## src/pca_pkg.sv

```systemverilog
// Purpose: Shared constants, register map and helpers of the counter array compare/PWM block
// Assumes: Byte-wide register port, three channels, 16-bit counter
// Notes:   Offsets, fields and reset values used by the logic live here, except the cycle length field [1:0] and its reset value
// Function
// - Compare and match enabled: flag set when counter equals 16-bit compare.
// - Set flag requests interrupt when enabled; stays set until software clears.
// - Low byte write clears compare enable; high byte write sets it.
// - Toggle, match, compare set: pin inverts and flag sets on 16-bit match.
// - High-speed mode with compare enable cleared holds the pin level.
// - Frequency mode toggles on low byte match, adds high byte (0 means 256).
// - Frequency mode with match enable flags only on full 16-bit equality.
// - Short PWM channels share one 8 to 11 bit cycle length.
// - 8-bit PWM sets pin on low byte match, clears on low byte overflow.
// - 8-bit PWM copies high byte into low byte on every low byte wrap.
// - 8-bit PWM selected by compare and pulse mode with length code 00.
// - 8-bit PWM flags each rising match; overflow flag every 256 counter clocks.
// - Reload view select steers compare byte addresses to reload register.
// - N-bit PWM sets pin when low N counter bits equal compare value.
// - Overflow out of bit N clears pin, sets overflow flag, loads reload.
// - Overflow every 512, 1024, 2048 clocks; match enable flags rising match.
// - Short PWM with compare enable cleared holds pin low.
// - 16-bit PWM sets pin on full match, clears on counter wrap.
// - 16-bit PWM selected by compare, pulse and wide bits; match flags.
// - Channel irq enable per channel; separate counter wrap irq enable.
// - Counter wrap from all ones to zero sets the counter wrap flag.
package pca_pkg;
	localparam int          NCH      = 3;
	// Register addresses
	localparam logic [7:0]  A_CTRL   = 8'h00;
	localparam logic [7:0]  A_AMODE  = 8'h01;
	localparam logic [7:0]  A_SPCFG  = 8'h02;
	localparam logic [7:0]  A_CNTL   = 8'h03;
	localparam logic [7:0]  A_CNTH   = 8'h04;
	localparam logic [7:0]  A_DIV    = 8'h05;
	localparam logic [7:0]  A_CHBASE = 8'h10;
	localparam logic [7:0]  A_CHSTEP = 8'h04;
	localparam logic [7:0]  O_MODE   = 8'h00;
	localparam logic [7:0]  O_LOW    = 8'h01;
	localparam logic [7:0]  O_HIGH   = 8'h02;
	// Channel mode register fields
	localparam int          M_WIDE   = 7;
	localparam int          M_ECOM   = 6;
	localparam int          M_MAT    = 3;
	localparam int          M_TOG    = 2;
	localparam int          M_PWM    = 1;
	localparam int          M_IRQ    = 0;
	// Control, array mode and short pulse config fields
	localparam int          C_CF     = 7;
	localparam int          C_RUN    = 6;
	localparam int          AM_ECF   = 0;
	localparam int          S_ECOV   = 7;
	localparam int          S_VIEW   = 6;
	localparam int          S_INTERMEDIATE_OVERFLOW_FLAG   = 5;
	// Widths and reset values
	localparam int          RLW      = 11;
	localparam logic [7:0]  RST_BYTE = 8'h00;
	localparam logic [15:0] RST_WORD = 16'h0000;
	localparam logic [15:0] ALL_ONES = 16'hffff;

	// Mask of the low N counter bits for a cycle length code
	function automatic logic [RLW-1:0] low_mask(input logic [1:0] cls);
		unique case (cls)
			2'b00: low_mask = 11'h0ff;
			2'b01: low_mask = 11'h1ff;
			2'b10: low_mask = 11'h3ff;
			2'b11: low_mask = 11'h7ff;
		endcase
	endfunction : low_mask

	// Byte address of a channel register
	function automatic logic [7:0] ch_addr(input int n, input logic [7:0] off);
		ch_addr = A_CHBASE + 8'(n) * A_CHSTEP + off;
	endfunction : ch_addr
endpackage : pca_pkg

```

## src/pca_cnt_if.sv

```systemverilog
// Purpose: Counter state handed from the timebase to the channel logic
// Assumes: Single clock domain
// Notes:   Pulses are one system clock wide and coincide with a counter step
`timescale 1ns/1ps
interface pca_cnt_if;
	logic        tick;
	logic [15:0] nxt;
	logic        wrap16;
	logic        wrapn;
	modport src  (output tick, output nxt, output wrap16, output wrapn);
	modport chan (input tick, input nxt, input wrap16, input wrapn);
endinterface : pca_cnt_if

```

## src/pca_cmp_top.sv

```systemverilog
// Purpose: Compare, frequency and PWM channels of the counter array
// Assumes: Plain register port, read data one cycle after the read strobe
// Notes:   Capture, clock source choice and watchdog are not part of this block
//
// The placing of the registers and the address-and-strobe port are this design's own decisions.
`timescale 1ns/1ps
module pca_cmp_top (
	input  wire logic                    ref_clk,
	input  wire logic                    rst_n,
	input  wire logic [7:0]              reg_addr,
	input  wire logic [7:0]              reg_wdata,
	input  wire logic                    reg_wr,
	input  wire logic                    reg_rd,
	output logic      [7:0]              reg_rdata,
	output logic      [pca_pkg::NCH-1:0] channel_io_pin,
	output logic                         irq_req
);
	localparam int N = pca_pkg::NCH;

	pca_cnt_if cb ();

	// Array level registers
	logic        counter_wrap_flag_q;
	logic        run_q;
	logic        wrap_irq_en_q;
	logic        ovf_irq_en_q;
	logic        reload_view_select_q;
	logic        intermediate_overflow_flag_q;
	logic [1:0]  cycle_length_select_q;
	logic [7:0]  div_q;
	logic [15:0] cnt;
	logic [7:0]  rdata_q;

	// Channel registers
	logic [7:0]  mode_q [N];
	logic [15:0] cmp_q  [N];
	logic [10:0] rld_q  [N];
	logic [N-1:0] pin_q;
	logic [N-1:0] channel_event_flag_q;

	// Decoded strobes
	logic         wr_ctrl;
	logic         wr_amode;
	logic         wr_spcfg;
	logic         wr_cntl;
	logic         wr_cnth;
	logic         wr_div;
	logic [N-1:0] wr_mode;
	logic [N-1:0] wr_low;
	logic [N-1:0] wr_high;

	// Per channel mode and match terms
	logic [N-1:0] ecom;
	logic [N-1:0] mat;
	logic [N-1:0] m_sw;
	logic [N-1:0] m_hso;
	logic [N-1:0] m_frq;
	logic [N-1:0] m_pws;
	logic [N-1:0] m_p16;
	logic [N-1:0] full_m;
	logic [N-1:0] lo_m;
	logic [N-1:0] n_m;
	logic [N-1:0] flag_set;
	logic [10:0]  msk;

	// Counter and timebase
	pca_timebase u_tb (
		.ref_clk (ref_clk),
		.rst_n   (rst_n),
		.run     (run_q),
		.div     (div_q),
		.cls     (cycle_length_select_q),
		.wr_lo   (wr_cntl),
		.wr_hi   (wr_cnth),
		.wdata   (reg_wdata),
		.cnt_q   (cnt),
		.cb      (cb.src)
	);

	// Address decode of write strobes
	always_comb begin
		wr_ctrl  = reg_wr && (reg_addr == pca_pkg::A_CTRL);
		wr_amode = reg_wr && (reg_addr == pca_pkg::A_AMODE);
		wr_spcfg = reg_wr && (reg_addr == pca_pkg::A_SPCFG);
		wr_cntl  = reg_wr && (reg_addr == pca_pkg::A_CNTL);
		wr_cnth  = reg_wr && (reg_addr == pca_pkg::A_CNTH);
		wr_div   = reg_wr && (reg_addr == pca_pkg::A_DIV);
		for (int n = 0; n < N; n++) begin
			wr_mode[n] = reg_wr && (reg_addr == pca_pkg::ch_addr(n, pca_pkg::O_MODE));
			wr_low[n]  = reg_wr && (reg_addr == pca_pkg::ch_addr(n, pca_pkg::O_LOW));
			wr_high[n] = reg_wr && (reg_addr == pca_pkg::ch_addr(n, pca_pkg::O_HIGH));
		end
	end

	// Mode decode, and comparators that are all gated by the counter step
	always_comb begin
		msk = pca_pkg::low_mask(cycle_length_select_q);
		for (int n = 0; n < N; n++) begin
			ecom[n]   = mode_q[n][pca_pkg::M_ECOM];
			mat[n]    = mode_q[n][pca_pkg::M_MAT];
			// Software timer: compare and match set, no toggle, no pulse
			m_sw[n]   = ecom[n] && mat[n] && !mode_q[n][pca_pkg::M_TOG]
			            && !mode_q[n][pca_pkg::M_PWM];
			// High-speed output: toggle and match, no pulse
			m_hso[n]  = mat[n] && mode_q[n][pca_pkg::M_TOG]
			            && !mode_q[n][pca_pkg::M_PWM];
			// Frequency output: toggle with pulse
			m_frq[n]  = mode_q[n][pca_pkg::M_TOG] && mode_q[n][pca_pkg::M_PWM];
			// Short PWM: pulse without toggle or wide select
			m_pws[n]  = mode_q[n][pca_pkg::M_PWM] && !mode_q[n][pca_pkg::M_TOG]
			            && !mode_q[n][pca_pkg::M_WIDE];
			// Wide PWM: pulse with wide select
			m_p16[n]  = mode_q[n][pca_pkg::M_PWM] && !mode_q[n][pca_pkg::M_TOG]
			            && mode_q[n][pca_pkg::M_WIDE];
			full_m[n] = cb.tick && (cb.nxt == cmp_q[n]);
			lo_m[n]   = cb.tick && (cb.nxt[7:0] == cmp_q[n][7:0]);
			n_m[n]    = cb.tick && ((cb.nxt[10:0] & msk) == (cmp_q[n][10:0] & msk));
		end
	end

	// Flag set events per mode; matches only count while compare is on
	always_comb begin
		for (int n = 0; n < N; n++) begin
			flag_set[n] = 1'b0;
			if (ecom[n] && mat[n]) begin
				if (m_sw[n] || m_hso[n]) begin
					flag_set[n] = full_m[n];
				end else if (m_frq[n]) begin
					flag_set[n] = full_m[n];
				end else if (m_pws[n]) begin
					flag_set[n] = n_m[n];
				end else if (m_p16[n]) begin
					flag_set[n] = full_m[n];
				end
			end
		end
	end

	// Channel mode registers; compare byte writes steer compare enable
	always_ff @(posedge ref_clk or negedge rst_n) begin
		if (!rst_n) begin
			for (int n = 0; n < N; n++) begin
				mode_q[n] <= pca_pkg::RST_BYTE;
			end
		end else begin
			for (int n = 0; n < N; n++) begin
				if (wr_mode[n]) begin
					mode_q[n] <= reg_wdata;
				end else if (wr_low[n]) begin
					mode_q[n][pca_pkg::M_ECOM] <= 1'b0;
				end else if (wr_high[n]) begin
					mode_q[n][pca_pkg::M_ECOM] <= 1'b1;
				end
			end
		end
	end

	// Compare and reload registers, with hardware reloads and frequency offset
	always_ff @(posedge ref_clk or negedge rst_n) begin
		if (!rst_n) begin
			for (int n = 0; n < N; n++) begin
				cmp_q[n] <= pca_pkg::RST_WORD;
				rld_q[n] <= pca_pkg::RST_WORD[10:0];
			end
		end else begin
			for (int n = 0; n < N; n++) begin
				if (wr_low[n] && reload_view_select_q) begin
					rld_q[n][7:0] <= reg_wdata;
				end else if (wr_high[n] && reload_view_select_q) begin
					rld_q[n][10:8] <= reg_wdata[2:0];
				end
				if (wr_low[n] && !reload_view_select_q) begin
					cmp_q[n][7:0] <= reg_wdata;
				end else if (wr_high[n] && !reload_view_select_q) begin
					cmp_q[n][15:8] <= reg_wdata;
				end else if (m_frq[n] && ecom[n] && lo_m[n]) begin
					// Eight-bit add; a zero offset wraps to the same byte
					cmp_q[n][7:0] <= cmp_q[n][7:0] + cmp_q[n][15:8];
				end else if (m_pws[n] && cb.wrapn) begin
					if (cycle_length_select_q == 2'b00) begin
						cmp_q[n][7:0] <= cmp_q[n][15:8];
					end else begin
						cmp_q[n][10:0] <= rld_q[n];
					end
				end
			end
		end
	end

	// Channel output pins
	always_ff @(posedge ref_clk or negedge rst_n) begin
		if (!rst_n) begin
			pin_q <= '0;
		end else begin
			for (int n = 0; n < N; n++) begin
				if (m_hso[n]) begin
					// Without compare enable the pin keeps its level
					if (ecom[n] && full_m[n]) begin
						pin_q[n] <= !pin_q[n];
					end
				end else if (m_frq[n]) begin
					if (ecom[n] && lo_m[n]) begin
						pin_q[n] <= !pin_q[n];
					end
				end else if (m_pws[n]) begin
					if (!ecom[n]) begin
						pin_q[n] <= 1'b0;
					end else if (n_m[n]) begin
						pin_q[n] <= 1'b1;
					end else if (cb.wrapn) begin
						pin_q[n] <= 1'b0;
					end
				end else if (m_p16[n]) begin
					if (!ecom[n]) begin
						pin_q[n] <= 1'b0;
					end else if (full_m[n]) begin
						pin_q[n] <= 1'b1;
					end else if (cb.wrap16) begin
						pin_q[n] <= 1'b0;
					end
				end
			end
		end
	end

	// Channel event flags: writing zero clears, a set in the same cycle wins
	always_ff @(posedge ref_clk or negedge rst_n) begin
		if (!rst_n) begin
			channel_event_flag_q <= '0;
		end else begin
			for (int n = 0; n < N; n++) begin
				if (flag_set[n]) begin
					channel_event_flag_q[n] <= 1'b1;
				end else if (wr_ctrl && !reg_wdata[n]) begin
					channel_event_flag_q[n] <= 1'b0;
				end
			end
		end
	end

	// Counter wrap flag and run control
	always_ff @(posedge ref_clk or negedge rst_n) begin
		if (!rst_n) begin
			counter_wrap_flag_q <= 1'b0;
			run_q               <= 1'b0;
		end else begin
			if (wr_ctrl) begin
				run_q <= reg_wdata[pca_pkg::C_RUN];
			end
			if (cb.wrap16) begin
				counter_wrap_flag_q <= 1'b1;
			end else if (wr_ctrl && !reg_wdata[pca_pkg::C_CF]) begin
				counter_wrap_flag_q <= 1'b0;
			end
		end
	end

	// Short pulse configuration and intermediate overflow flag
	always_ff @(posedge ref_clk or negedge rst_n) begin
		if (!rst_n) begin
			ovf_irq_en_q                 <= 1'b0;
			reload_view_select_q         <= 1'b0;
			cycle_length_select_q        <= 2'b00;
			intermediate_overflow_flag_q <= 1'b0;
		end else begin
			if (wr_spcfg) begin
				ovf_irq_en_q          <= reg_wdata[pca_pkg::S_ECOV];
				reload_view_select_q  <= reg_wdata[pca_pkg::S_VIEW];
				cycle_length_select_q <= reg_wdata[1:0];
			end
			if (cb.wrapn) begin
				intermediate_overflow_flag_q <= 1'b1;
			end else if (wr_spcfg && !reg_wdata[pca_pkg::S_INTERMEDIATE_OVERFLOW_FLAG]) begin
				intermediate_overflow_flag_q <= 1'b0;
			end
		end
	end

	// Array mode and tick divider
	always_ff @(posedge ref_clk or negedge rst_n) begin
		if (!rst_n) begin
			wrap_irq_en_q <= 1'b0;
			div_q         <= pca_pkg::RST_BYTE;
		end else begin
			if (wr_amode) begin
				wrap_irq_en_q <= reg_wdata[pca_pkg::AM_ECF];
			end
			if (wr_div) begin
				div_q <= reg_wdata;
			end
		end
	end

	// Read data: stands for the one cycle after the strobe, else zero
	always_ff @(posedge ref_clk or negedge rst_n) begin
		if (!rst_n) begin
			rdata_q <= pca_pkg::RST_BYTE;
		end else if (!reg_rd) begin
			rdata_q <= pca_pkg::RST_BYTE;
		end else begin
			rdata_q <= pca_pkg::RST_BYTE;
			unique case (reg_addr)
				pca_pkg::A_CTRL: begin
					rdata_q[pca_pkg::C_CF]  <= counter_wrap_flag_q;
					rdata_q[pca_pkg::C_RUN] <= run_q;
					rdata_q[N-1:0]          <= channel_event_flag_q;
				end
				pca_pkg::A_AMODE: rdata_q[pca_pkg::AM_ECF] <= wrap_irq_en_q;
				pca_pkg::A_SPCFG: begin
					rdata_q[pca_pkg::S_ECOV] <= ovf_irq_en_q;
					rdata_q[pca_pkg::S_VIEW] <= reload_view_select_q;
					rdata_q[pca_pkg::S_INTERMEDIATE_OVERFLOW_FLAG] <= intermediate_overflow_flag_q;
					rdata_q[1:0]             <= cycle_length_select_q;
				end
				pca_pkg::A_CNTL: rdata_q <= cnt[7:0];
				pca_pkg::A_CNTH: rdata_q <= cnt[15:8];
				pca_pkg::A_DIV:  rdata_q <= div_q;
				default: begin
					for (int n = 0; n < N; n++) begin
						if (reg_addr == pca_pkg::ch_addr(n, pca_pkg::O_MODE)) begin
							rdata_q <= mode_q[n];
						end else if (reg_addr == pca_pkg::ch_addr(n, pca_pkg::O_LOW)) begin
							rdata_q <= reload_view_select_q ? rld_q[n][7:0]
							                                : cmp_q[n][7:0];
						end else if (reg_addr == pca_pkg::ch_addr(n, pca_pkg::O_HIGH)) begin
							rdata_q <= reload_view_select_q ? {5'h00, rld_q[n][10:8]}
							                                : cmp_q[n][15:8];
						end
					end
				end
			endcase
		end
	end

	// Interrupt request from enabled flags
	always_comb begin
		irq_req = (counter_wrap_flag_q && wrap_irq_en_q)
		          || (intermediate_overflow_flag_q && ovf_irq_en_q);
		for (int n = 0; n < N; n++) begin
			irq_req = irq_req || (channel_event_flag_q[n]
			          && mode_q[n][pca_pkg::M_IRQ]);
		end
	end

	assign reg_rdata      = rdata_q;
	assign channel_io_pin = pin_q;
endmodule : pca_cmp_top

```

## src/pca_timebase.sv

```systemverilog
// Purpose: 16-bit counter with a simple tick divider and overflow pulses
// Assumes: Divider value d gives one counter step every d+1 system clocks
// Notes:   Software writes to the counter win over a step in the same cycle
`timescale 1ns/1ps
module pca_timebase (
	input  wire logic        ref_clk,
	input  wire logic        rst_n,
	input  wire logic        run,
	input  wire logic [7:0]  div,
	input  wire logic [1:0]  cls,
	input  wire logic        wr_lo,
	input  wire logic        wr_hi,
	input  wire logic [7:0]  wdata,
	output logic      [15:0] cnt_q,
	pca_cnt_if.src           cb
);
	logic [7:0]  pre_q;
	logic [10:0] m;

	// Step strobe and overflow detection on the value being left
	always_comb begin
		m         = pca_pkg::low_mask(cls);
		cb.tick   = run && (pre_q == div);
		cb.nxt    = cnt_q + 16'h0001;
		cb.wrap16 = cb.tick && (cnt_q == pca_pkg::ALL_ONES);
		cb.wrapn  = cb.tick && ((cnt_q[10:0] & m) == m);
	end

	// Prescaler
	always_ff @(posedge ref_clk or negedge rst_n) begin
		if (!rst_n) begin
			pre_q <= pca_pkg::RST_BYTE;
		end else if (!run || cb.tick) begin
			pre_q <= pca_pkg::RST_BYTE;
		end else begin
			pre_q <= pre_q + 8'h01;
		end
	end

	// Counter
	always_ff @(posedge ref_clk or negedge rst_n) begin
		if (!rst_n) begin
			cnt_q <= pca_pkg::RST_WORD;
		end else if (wr_lo) begin
			cnt_q[7:0] <= wdata;
		end else if (wr_hi) begin
			cnt_q[15:8] <= wdata;
		end else if (cb.tick) begin
			cnt_q <= cb.nxt;
		end
	end
endmodule : pca_timebase
```

## config.mk

```make
export PLATFORM = sky130hd
export DESIGN_NAME = pca_cmp_top
export DESIGN_NICKNAME = d
export VERILOG_FILES = /design/src/pca_pkg.sv /design/src/pca_cnt_if.sv /design/src/pca_cmp_top.sv /design/src/pca_timebase.sv
export SDC_FILE = /design/constraint.sdc
export NUM_CORES = 1
export LEC_CHECK = 0
export BUFFER_PORTS_ARGS = -buffer_cell sky130_fd_sc_hd__buf_2
export CAP_MARGIN = 20
export CORE_ASPECT_RATIO = 0.75
export CORE_MARGIN = 10
export CORE_UTILIZATION = 35
export DETAILED_ROUTE_END_ITERATION = 10
export MAX_ROUTING_LAYER = met4
export SYNTH_ARGS = -nofsm -noshare
export SYNTH_HDL_FRONTEND = slang
export SYNTH_SLANG_ARGS = --single-unit
export TNS_END_PERCENT = 20
```

## constraint.sdc

```tcl
create_clock -name ref_clk -period 2.65 [get_ports ref_clk]
set_input_delay 0.6625 -clock ref_clk [delete_from_list [all_inputs] [get_ports ref_clk]]
set_output_delay 0.6625 -clock ref_clk [all_outputs]
set_load 0.01 [all_outputs]
```

After elaboration in Yosys (flattened, before gate mapping)
Index checks and enable logic that the tools add are counted.
{"block": "word_totals", "in_bits": 20, "mem_bits_ro": 0, "ff_bits": 159, "elab_cells": 384, "latchBits": 0, "mem_bits_rw": 0, "out_inout_bits": 12, "n_memories": 0}
{"block": "op_classes", "n_eq_ne": 51, "multipliers": 0, "div_mod_pow": 0, "n_lt_le_gt_ge": 0, "n_shift": 0, "n_addsub": 5, "n_mux": 118, "n_reduce_logical": 159, "bitwise": 12}
{"operator": "$mux W8", "count": 32}
{"operator": "$logic_and A1 B1 Y1", "count": 91}
{"operator": "$eq A8 B5 Y1 const B", "count": 9}
{"operator": "$mux W1", "count": 66}
{"operator": "$and A11 B11 Y11", "count": 5}
{"operator": "$eq A16 B16 Y1", "count": 3}
{"operator": "$eq A11 B11 Y1", "count": 4}
{"operator": "$pmux W11 S4", "count": 1}
{"operator": "$mux W11", "count": 3}
{"operator": "$eq A8 B8 Y1", "count": 4}
{"operator": "$mux W3", "count": 9}
{"operator": "$add A8 B8 Y8", "count": 3}
{"operator": "$reduce_and A2 Y1", "count": 11}
{"operator": "$reduce_bool A2 Y1", "count": 10}
{"operator": "$logic_not A1 Y1", "count": 19}
{"operator": "$ne A6 B2 Y1 const B", "count": 3}
{"operator": "$ne A6 B5 Y1 const B", "count": 3}
{"operator": "$reduce_bool A3 Y1", "count": 6}
{"operator": "$add A16 B1 Y16 const B", "count": 1}
{"operator": "$eq A16 B16 Y1 const B", "count": 1}
{"operator": "$eq A8 B2 Y1 const B", "count": 2}
{"operator": "$eq A8 B3 Y1 const B", "count": 2}
{"operator": "$mux W16", "count": 1}
{"operator": "$reduce_and A5 Y1", "count": 3}
{"operator": "19 further kinds", "count": 53}

Depth between registers and ports, before layout
Gate-level depths: netlist (run 1).
{"block": "logic_depth", "word_depth": 12, "ltp_mapped": 12, "depth_no_buf": 12}

By module
From an unflattened synthesis (run 1), not the netlist that was laid out.
{"block": "hier_totals", "cells_unflattened": 1220, "area_unflattened_um2": 11004.3}
{"module": "pca_cmp_top", "seq_area_each_um2": 3378.2, "n_inst": 1, "cells_each": 1032, "area_per_inst_um2": 9298.9}
{"module": "pca_timebase", "seq_area_each_um2": 600.6, "n_inst": 1, "cells_each": 188, "area_per_inst_um2": 1705.4}

Least setup slack after synthesis (run 1)
Ideal clock, no wire load.
{"block": "synth_timing", "kind": "input-to-reg", "from": "in reg_addr[5]", "to": "reg cmp_q[38] in the netlist's numbering", "t_arrival_ns": 2.820, "setup_slack_ns": -0.294, "stages": 9, "path_buffers": 2, "setup_ns": 0.125, "required_ns": 2.525, "cell_sequence": "or4b_1 -> or3_1 -> clkbuf_1 -> nor2_2 -> nand2_1 -> clkbuf_1 -> o211ai_1 -> o21ai_0 -> mux2_2"}
{"block": "synth_via", "elab_chain_len": 5, "word_cells_on_any_way": 10, "cone_classes": "3 x eq/ne; 1 x mux; 6 x reduce/logical"}
{"item": "start: declaration", "line": "pca_cmp_top.sv:10", "rtl": "input wire logic [7:0] reg_addr,"}
{"item": "$eq A8 B5 Y1, on equally long branches", "line": "pca_cmp_top.sv:90, pca_cmp_top.sv:91"}
{"item": "$logic_and A1 B1 Y1, on equally long branches", "line": "pca_cmp_top.sv:90, pca_cmp_top.sv:91"}
{"item": "$logic_and A1 B1 Y1, on equally long branches", "line": "pca_cmp_top.sv:172, pca_cmp_top.sv:174"}
{"item": "$ne A2 B2 Y1 (no source line) or $reduce_bool A3 Y1 (tied branches)"}
{"item": "$reduce_and A2 Y1 (no source line)"}
{"item": "end signal: indexed assignment", "line": "pca_cmp_top.sv:173", "rtl": "cmp_q[n][7:0] <= reg_wdata;"}
{"item": "end signal: indexed assignment", "line": "pca_cmp_top.sv:175", "rtl": "cmp_q[n][15:8] <= reg_wdata;"}
{"item": "end signal: indexed assignment", "line": "pca_cmp_top.sv:178", "rtl": "cmp_q[n][7:0] <= cmp_q[n][7:0] + cmp_q[n][15:8];"}
{"item": "end: declaration", "line": "pca_cmp_top.sv:36", "rtl": "logic [15:0] cmp_q [N];"}
Several ways; a longest one is shown, not always the timed one.
A chain may end at the register's enable or synchronous reset.

Worst setup path in the final report (run 1)
{"block": "layout_timing", "from": "reg div_q[2]", "to": "reg cmp_q[7] in the netlist's numbering"}
{"block": "layout_via", "elab_chain_len": 7, "word_cells_on_any_way": 11, "cone_classes": "1 x eq/ne; 3 x mux; 7 x reduce/logical"}
{"item": "start: declaration", "line": "pca_cmp_top.sv:30", "rtl": "logic [7:0] div_q;"}
{"item": "start signal: assignment", "line": "pca_cmp_top.sv:283", "rtl": "div_q <= pca_pkg::RST_BYTE;"}
{"item": "start signal: assignment", "line": "pca_cmp_top.sv:289", "rtl": "div_q <= reg_wdata;"}
{"item": "$eq A8 B8 Y1 *", "line": "pca_timebase.sv:23", "rtl": "cb.tick = run && (pre_q == div);"}
{"item": "$logic_and A1 B1 Y1 *", "line": "pca_timebase.sv:23"}
{"item": "$logic_and A1 B1 Y1", "line": "pca_cmp_top.sv:116", "rtl": "lo_m[n] = cb.tick && (cb.nxt[7:0] == cmp_q[n][7:0]);"}
{"item": "$logic_and A1 B1 Y1", "line": "pca_cmp_top.sv:176", "rtl": "end else if (m_frq[n] && ecom[n] && lo_m[n]) begin"}
{"item": "$mux W8", "line": "pca_cmp_top.sv:176"}
{"item": "$mux W8", "line": "pca_cmp_top.sv:174", "rtl": "end else if (wr_high[n] && !reload_view_select_q) begin"}
{"item": "$mux W8", "line": "pca_cmp_top.sv:172", "rtl": "if (wr_low[n] && !reload_view_select_q) begin"}
Mark *: on every way between the ends. The rest lies on a longest branch, timed or not. The select of a mux whose other input is x is not followed.

==> run summary, run 1 <==
outcome - finished with violations
failing checks - negative setup slack
cell area after synthesis - 11300 um2
worst reg2reg path startpoint - div_q[2]
GPL Wtd Cong - 1.05
synthesized flop and latch total - 159
number of input and output port buffers inserted - 31
Starting Density - 35.8%
delay contributed by the slowest stage of the critical path - 550 ps
maximum clock frequency - 0.332 GHz
power density of the placed cells - 662 nW/um2
number of buffers created by CTS - 17
count of max-cap constraint violations - 0
path category of the worst min-delay check - primary input to asynchronous set/reset pin
clock root buffer - sky130_fd_sc_hd__clkbuf_16
detail-routed net length per standard cell - 24.6 um
capturing point of the worst reg2reg path - cmp_q[7]
RSZ-0062 raised after global routing - yes
Bufs on Longest Clock Path - 2
Max H-tree Level - 4
post-layout worst setup margin - -364 ps
number of antenna violations at the first check in global routing - 2
post-route minimum period - 3010 ps
EDFF count, synth - 0
Post-Synthesis Cells - 1184
Slew @ Worst Pin - 732 ps
Yosys cell types - 91
DIE AREA - 40000 um2
clock slew seen by the registers of the worst setup and hold paths - 70 ps
share of synthesized area occupied by flip-flops and latches - 35.1%
final cell utilization of the core - 47.5%
Critical-path top delay cell - sky130_fd_sc_hd__or4b_4
final clock skew - 11.3 ps
Filler Cell Count - 2976
period utilisation layout - 114%
number of pins with negative max-slew slack in the final report - 0
residual DRC count - 0
ys flop type - sky130_fd_sc_hd__dfrtp_1
Post-Route WL - 47.1 mm
flop-to-flop setup slack - -360 ps
clock tree from TritonCTS - done
placed standard-cell area - 14000 um2
syn_nets - 1230
violation count after the first detailed-route iteration - 1216
element type at the critical path end - register
sort of element at the start of the critical path - register
Async SR Flop Fraction - 100%
arrival time of data at the critical path endpoint - 3410 ps
final hold vios - 0
critical path data required time - 3050 ps
critical path cell sequence - xor2_1, nor4_2, buf_4, nand4_1, buf_6, buf_12, buf_6, nand4b_1, nor4_4, buf_4, a311oi_1, or4b_4, a21oi_2
mean area per synthesized cell - 9.57 um2
area inside the core boundary - 31600 um2
area growth from synthesis to layout - 32.5%
Final Net Count - 1511
count of TritonRoute iterations in the first routing pass - 5
largest net degree at the start of global routing - 56
total routing usage reported by global routing - 24.0%
peak supply drop - 0.000448 V
floorplan die width - 228 um
number of nets with antenna violations after detailed routing - 0
largest fanout of any net on the critical path - 5
top-level I/O count - 32
die span in y - 176 um
Worst R2R Path Depth - 13
Post-DP HPWL - 36.0 mm
via density per instance - 5.70
global-route wire length before repair - 70.2 mm
startpoint-to-endpoint class of the critical path - register to register
Max-slew headroom - 51.2%
final worst hold slack - 177 ps
Final Cell Area - 15000 um2
total power - 0.00993 W
static leakage - 7.03 nW
clock net sink count - 159
final number of setup-violating endpoints - 38
total congestion overflow - 0
number of buffers inserted by hold repair at cts - 0
vias in the first global route - 10700
total number of placement rows - 56
synthesis warning total - 0
share of cells above drive strength 1 - 37.4%
insertion delay to the later sink of the worst-skew pair - 470 ps
total via count in the routed design - 10900
layer usage:
layer / up-vias / wire (um) / track usage, %
li1: 4932 / - / -
met1: 5399 / 21900 / 32.4
met2: 503 / 19200 / 33.2
met3: 74 / 4850 / 7.58
met4: 0 / 1220 / 7.73
met5: - / 0 / -
metrics by stage:
stage	worst slack (ps)	std cells	setup TNS (ps)
2_1_floorplan	-62.5	1184	-743
3_3_place_gp	-556	1871	-25130
3_5_place_dp	-618	1871	-28340
4_1_cts	-420	1909	-10830
5_1_grt	-555	1913	-14890
6_report	-364	1913	-7530
power by group:
part / switching (W) / internal [W] / leakage (nW)
clock: 0.00118 / 0.00143 / 0.291
sequential: 0.000260 / 0.00259 / 2.07
combinational: 0.00235 / 0.00212 / 4.66
total: 0.00379 / 0.00614 / 7.03
kinds of logic (layout without fill, tap and decap cells):
family / after synthesis / in the layout / share of synthesized area, %
mux: 181 / 181 / 17.3
buf+inv: 96 / 389 / 3.71
other cells: 0 / 1 / 0
simple gates: 356 / 356 / 16.3
xor+xnor: 93 / 93 / 8.47
fa+ha+maj: 26 / 26 / 3.07
flops: 159 / 159 / 35.1
compound gates: 273 / 273 / 16.0
worst max-delay path by stage:
stage               depth (start not counted)     startpoint                 to
finish                                     13       div_q[2]           cmp_q[7]
global route                               13       div_q[2]           cmp_q[7]
CTS                                        13       div_q[2]           cmp_q[7]
detailed placement                         11       div_q[3]           cmp_q[2]
global placement                           11       div_q[3]           cmp_q[1]
floorplan                                  10  u_tb.cnt_q[1]  channel_io_pin[0]
final cells by class:
class	instances	area, um2	share of cell area [%]
clock buffers	18	439	2.93
flip-flops and latches	159	3990	26.5
repair buffers	329	2540	16.9
clock inverters	13	153	1.02
inverters	29	109	0.725
diodes	1	2.50	0.0167
multi-input cells	929	7240	48.2
well taps	435	544	3.63
flip-flops by register name, summed over array words and instances (netlist names), 2 cells and up:
signal / flops
cycle_length_select_q: 2
div_q: 8
u_tb.pre_q: 8
reg_rdata: 8
channel_io_pin: 3
channel_event_flag_q: 3
rld_q: 33
ecom: 3
mat: 3
cmp_q: 48
u_tb.cnt_q: 16
mode_q: 18
repair_timing:
action | 4_1_cts | 5_1_grt
setup endpoints to repair | 39 | 39
buffers inserted | 6 | 3
gates cloned | 1 | 1
resized for setup | 37 | 49
pin swaps | 12 | 17
cells in the mapped netlist, types with 7 or more instances:
| master | number | area, um2 |
|---|---|---|
| sky130_fd_sc_hd__nand3_1 | 34 | 170 |
| sky130_fd_sc_hd__buf_2 | 12 | 60.1 |
| sky130_fd_sc_hd__clkbuf_1 | 42 | 158 |
| sky130_fd_sc_hd__nor3_1 | 21 | 105 |
| sky130_fd_sc_hd__a31oi_1 | 14 | 87.6 |
| sky130_fd_sc_hd__inv_1 | 28 | 105 |
| sky130_fd_sc_hd__ha_1 | 23 | 288 |
| sky130_fd_sc_hd__xnor3_1 | 7 | 158 |
| sky130_fd_sc_hd__xor2_1 | 36 | 315 |
| sky130_fd_sc_hd__or3_1 | 8 | 50.1 |
| sky130_fd_sc_hd__a21oi_1 | 79 | 395 |
| sky130_fd_sc_hd__mux2_2 | 108 | 1220 |
| sky130_fd_sc_hd__o21ai_0 | 58 | 290 |
| sky130_fd_sc_hd__xnor2_1 | 47 | 412 |
| sky130_fd_sc_hd__nand2_1 | 103 | 387 |
| sky130_fd_sc_hd__mux2i_1 | 72 | 721 |
| sky130_fd_sc_hd__o31ai_1 | 7 | 52.6 |
| sky130_fd_sc_hd__nand2b_1 | 11 | 68.8 |
| sky130_fd_sc_hd__nor2_1 | 92 | 345 |
| sky130_fd_sc_hd__nor4_1 | 7 | 43.8 |
| sky130_fd_sc_hd__a22oi_1 | 8 | 60.1 |
| sky130_fd_sc_hd__and3_1 | 11 | 68.8 |
| sky130_fd_sc_hd__nor2b_1 | 9 | 56.3 |
| sky130_fd_sc_hd__a21o_1 | 11 | 82.6 |
| sky130_fd_sc_hd__a221oi_1 | 19 | 166 |
| sky130_fd_sc_hd__o211ai_1 | 8 | 60.1 |
| sky130_fd_sc_hd__dfrtp_1 | 159 | 3980 |
| sky130_fd_sc_hd__nand4_1 | 14 | 87.6 |
critical path, delay by kind of cell, from the launching register on:
family | cells | cell delay (ps)
AOI/OAI and AO/OA | 2 | 200
xor gates and xnor gates | 1 | 170
buffers and inverters | 5 | 750
DFF | 1 | 390
and+or+nand+nor | 5 | 1430
placed cells by master (no fill, tap or decap), types with 8 or more instances in the layout:
cell type                   synthesis  final
sky130_fd_sc_hd__nor2b_1            9      9
sky130_fd_sc_hd__o211ai_1           8      8
sky130_fd_sc_hd__a22oi_1            8      8
sky130_fd_sc_hd__dfrtp_1          159    154
sky130_fd_sc_hd__nand3_1           34     34
sky130_fd_sc_hd__nor2_1            92     78
sky130_fd_sc_hd__buf_4              2    277
sky130_fd_sc_hd__clkbuf_16          0     17
sky130_fd_sc_hd__nor2_2             1     13
sky130_fd_sc_hd__buf_2             12     30
sky130_fd_sc_hd__a221oi_1          19     19
sky130_fd_sc_hd__nand4_1           14     14
sky130_fd_sc_hd__nand2_1          103     99
sky130_fd_sc_hd__o21ai_0           58     52
sky130_fd_sc_hd__mux2_2           108    106
sky130_fd_sc_hd__a21oi_1           79     70
sky130_fd_sc_hd__buf_6              5     14
sky130_fd_sc_hd__nand2b_1          11     11
sky130_fd_sc_hd__ha_1              23     22
sky130_fd_sc_hd__mux2i_1           72     72
sky130_fd_sc_hd__a31oi_1           14     13
sky130_fd_sc_hd__xnor2_1           47     47
sky130_fd_sc_hd__xor2_1            36     35
sky130_fd_sc_hd__and3_1            11     11
sky130_fd_sc_hd__nor3_1            21     19
sky130_fd_sc_hd__a21o_1            11     11
sky130_fd_sc_hd__inv_1             28     28
Note: power is estimated with default switching activity, not from simulation.
==> inputs of run 2 (changes only) <==
--- a/config.mk
+++ b/config.mk
@@ -12,6 +12,7 @@
 export CORE_UTILIZATION = 35
 export DETAILED_ROUTE_END_ITERATION = 10
 export MAX_ROUTING_LAYER = met4
+export RECOVER_POWER = 50
 export SYNTH_ARGS = -nofsm -noshare
 export SYNTH_HDL_FRONTEND = slang
 export SYNTH_SLANG_ARGS = --single-unit
==> run 2 against run 1 <==
Net effect:
- the flow finishes with violations (max-capacitance violations, max-slew violations, negative setup slack)
- die area unchanged
- clock skew is 1.3 ps higher
- critical path depth stayed put
- clock-buffer cell count unchanged
- clock power hardly changed
- sequential power about the same
- largest cell class unchanged
==> run summary, run 2 (synthesized netlist as in run 1, its figures left out) <==
violation count after the first detailed-route iteration - 1208 (was 1216)
Bufs on Longest Clock Path - 2 (unchanged)
capturing point of the worst reg2reg path - cmp_q[7] (unchanged)
via density per instance - 5.69 (was 5.70)
worst reg2reg path startpoint - div_q[2] (unchanged)
top-level I/O count - 32 (unchanged)
total routing usage reported by global routing - 24.0% (unchanged)
largest fanout of any net on the critical path - 5 (unchanged)
period utilisation layout - 114% (about the same)
worst hold endpoint - channel_io_pin[1]
number of flip-flops in the largest register - 48 (unchanged)
DIE AREA - 40000 um2 (unchanged)
number of pins with negative max-slew slack in the final report - 56 (was 0)
final clock skew - 12.6 ps (was 11.3 ps)
final hold vios - 0 (unchanged)
highest metal layer with signal wires - met4 (unchanged)
commonest non-fill, non-tap cells in the layout - sky130_fd_sc_hd__buf_4, sky130_fd_sc_hd__dfrtp_1, sky130_fd_sc_hd__mux2_2 (unchanged)
count of TritonRoute iterations in the first routing pass - 5 (unchanged)
total via count in the routed design - 10900 (about the same)
cell count after placement - 1871 (unchanged)
detail-routed net length per standard cell - 24.6 um (about the same)
vias in the first global route - 10700 (unchanged)
RSZ-0062 raised after global routing - yes (unchanged)
non-filler cells, final - 1914 (was 1913)
post-layout worst setup margin - -364 ps (about the same)
residual DRC count - 0 (unchanged)
number of input and output port buffers inserted - 31 (unchanged)
area growth from synthesis to layout - 32.1% (was 32.5%)
element type at the critical path end - register (unchanged)
share of cells above drive strength 1 - 37.2% (was 37.4%)
count of max-cap constraint violations - 1 (was 0)
largest net degree at the start of global routing - 56 (unchanged)
Critical-path top delay cell - sky130_fd_sc_hd__or4b_4 (unchanged)
insertion delay to the later sink of the worst-skew pair - 470 ps (about the same)
critical path data required time - 3050 ps (about the same)
number of antenna violations at the first check in global routing - 2 (unchanged)
maximum clock frequency - 0.332 GHz (about the same)
startpoint-to-endpoint class of the critical path - register to register (unchanged)
total number of placement rows - 56 (unchanged)
largest reg by FF count - cmp_q (unchanged)
Final Cell Area - 15000 um2 (about the same)
Max-slew headroom - -2.93% (was 51.2%)
number of nets with antenna violations after detailed routing - 0 (unchanged)
GPL Wtd Cong - 1.05 (unchanged)
clock tree from TritonCTS - done (unchanged)
sort of element at the start of the critical path - register (unchanged)
critical path cell sequence - xor2_1, nor4_2, buf_4, nand4_1, buf_6, buf_12, buf_6, nand4b_1, nor4_4, buf_4, a311oi_1, or4b_4, a21oi_2 (unchanged)
arrival time of data at the critical path endpoint - 3410 ps (about the same)
placed standard-cell area - 14000 um2 (unchanged)
total congestion overflow - 0 (unchanged)
sum of routed wire segments on met1 - 21.6 mm (was 21.9 mm)
die span in y - 176 um (unchanged)
Starting Density - 35.8% (unchanged)
Worst R2R Path Depth - 13 (unchanged)
power density of the placed cells - 663 nW/um2 (was 662 nW/um2)
path category of the worst min-delay check - register to register (was primary input to asynchronous set/reset pin)
number of buffers inserted by hold repair at cts - 0 (unchanged)
HP Start - channel_io_pin[1]
Max H-tree Level - 4 (unchanged)
global-route wire length before repair - 70.2 mm (unchanged)
floorplan die width - 228 um (unchanged)
most common cell after layout, fill and taps aside - sky130_fd_sc_hd__buf_4 (unchanged)
routed length on met2 - 19.2 mm (about the same)
peak supply drop - 0.000446 V (was 0.000448 V)
Final Net Count - 1511 (unchanged)
family of cells with the greatest summed delay on the critical path - simple AND/OR/NAND/NOR gates (unchanged)
Filler Cell Count - 2982 (was 2976)
clock root buffer - sky130_fd_sc_hd__clkbuf_16 (unchanged)
final number of setup-violating endpoints - 37 (was 38)
failing checks - max-capacitance violations, max-slew violations, negative setup slack (was negative setup slack)
total power - 0.00992 W (was 0.00993 W)
routed wl met3 - 5.05 mm (was 4.85 mm)
final worst hold slack - 519 ps (was 177 ps)
clock net sink count - 159 (unchanged)
flop-to-flop setup slack - -360 ps (about the same)
largest registers - cmp_q x48, rld_q x33, mode_q x18 (unchanged)
sum of buffers and inverters on the critical path - 5 (unchanged)
outcome - finished with violations (unchanged)
number of buffers created by CTS - 17 (unchanged)
Slew @ Worst Pin - 1540 ps (was 732 ps)
delay contributed by the slowest stage of the critical path - 550 ps (about the same)
crit path launch - div_q[2] (unchanged)
area inside the core boundary - 31600 um2 (unchanged)
static leakage - 7.00 nW (was 7.03 nW)
cell depth of the worst hold path - 1
post-route minimum period - 3010 ps (about the same)
Post-DP HPWL - 36.0 mm (unchanged)
Post-Route WL - 47.1 mm (about the same)
clock slew seen by the registers of the worst setup and hold paths - 70 ps (about the same)
[run 2: layer usage]
metal | GRT usage, % | vias up
li1 | - | 4941
met1 | 32.4 | 5361
met2 | 33.2 | 503
met3 | 7.58 | 81
met4 | 7.73 | 0
met5 | - | -
[run 2: repair_timing]
action | 4_1_cts | 5_1_grt
resized for setup | 37 | 49
pin swaps | 12 | 17
endpoints found under the setup margin | 39 | 39
cloned | 1 | 1
buffers inserted | 6 | 3
[run 2: worst register-to-register path: stages, from the launching register on]
cell and delay (ps):
sky130_fd_sc_hd__dfrtp_1 390, sky130_fd_sc_hd__xor2_1 170, sky130_fd_sc_hd__nor4_2 270, sky130_fd_sc_hd__buf_4 150
sky130_fd_sc_hd__nand4_1 130, sky130_fd_sc_hd__buf_6 170, sky130_fd_sc_hd__buf_12 140, sky130_fd_sc_hd__buf_6 120
sky130_fd_sc_hd__nand4b_1 250, sky130_fd_sc_hd__nor4_4 240, sky130_fd_sc_hd__buf_4 190, sky130_fd_sc_hd__a311oi_1 80
sky130_fd_sc_hd__or4b_4 550, sky130_fd_sc_hd__a21oi_2 120
[run 2: layout make-up]
type	instances	area [um2]	share of cell area, %
Multi-Input combinational cell	929	7240	48.4
Sequential cell	159	3990	26.6
Timing Repair Buffer	329	2490	16.6
Tap cell	435	544	3.64
Clock buffer	18	439	2.94
Clock inverter	13	153	1.02
Inverter	29	109	0.727
Antenna cell	2	5.00	0.0334
[run 2: report_power, final]
group | switching [W] | total (W) | leakage, nW | internal [W]
Combinational | 0.00234 | 0.00445 | 4.63 | 0.00211
Sequential | 0.000260 | 0.00285 | 2.07 | 0.00259
Clock | 0.00118 | 0.00261 | 0.291 | 0.00143
Total | 0.00378 | 0.00992 | 7.00 | 0.00613
[run 2: metrics by stage]
step	worst slack [ps]	setup TNS (ps)	util, %
floorplan	-62.5	-743	-
global placement	-556	-25130	44.3
detailed placement	-618	-28340	44.3
CTS	-420	-10830	46.8
global route	-555	-14890	47.3
finish	-364	-7730	47.4
[run 2: worst max path at each step]
| stage | slack [ps] | depth (start not counted) | to |
|---|---|---|---|
| floorplan | -60 | 10 | channel_io_pin[0] |
| global placement | -560 | 11 | cmp_q[1] |
| detailed placement | -620 | 11 | cmp_q[2] |
| CTS | -420 | 13 | cmp_q[7] |
| global route | -560 | 13 | cmp_q[7] |
| finish | -360 | 13 | cmp_q[7] |
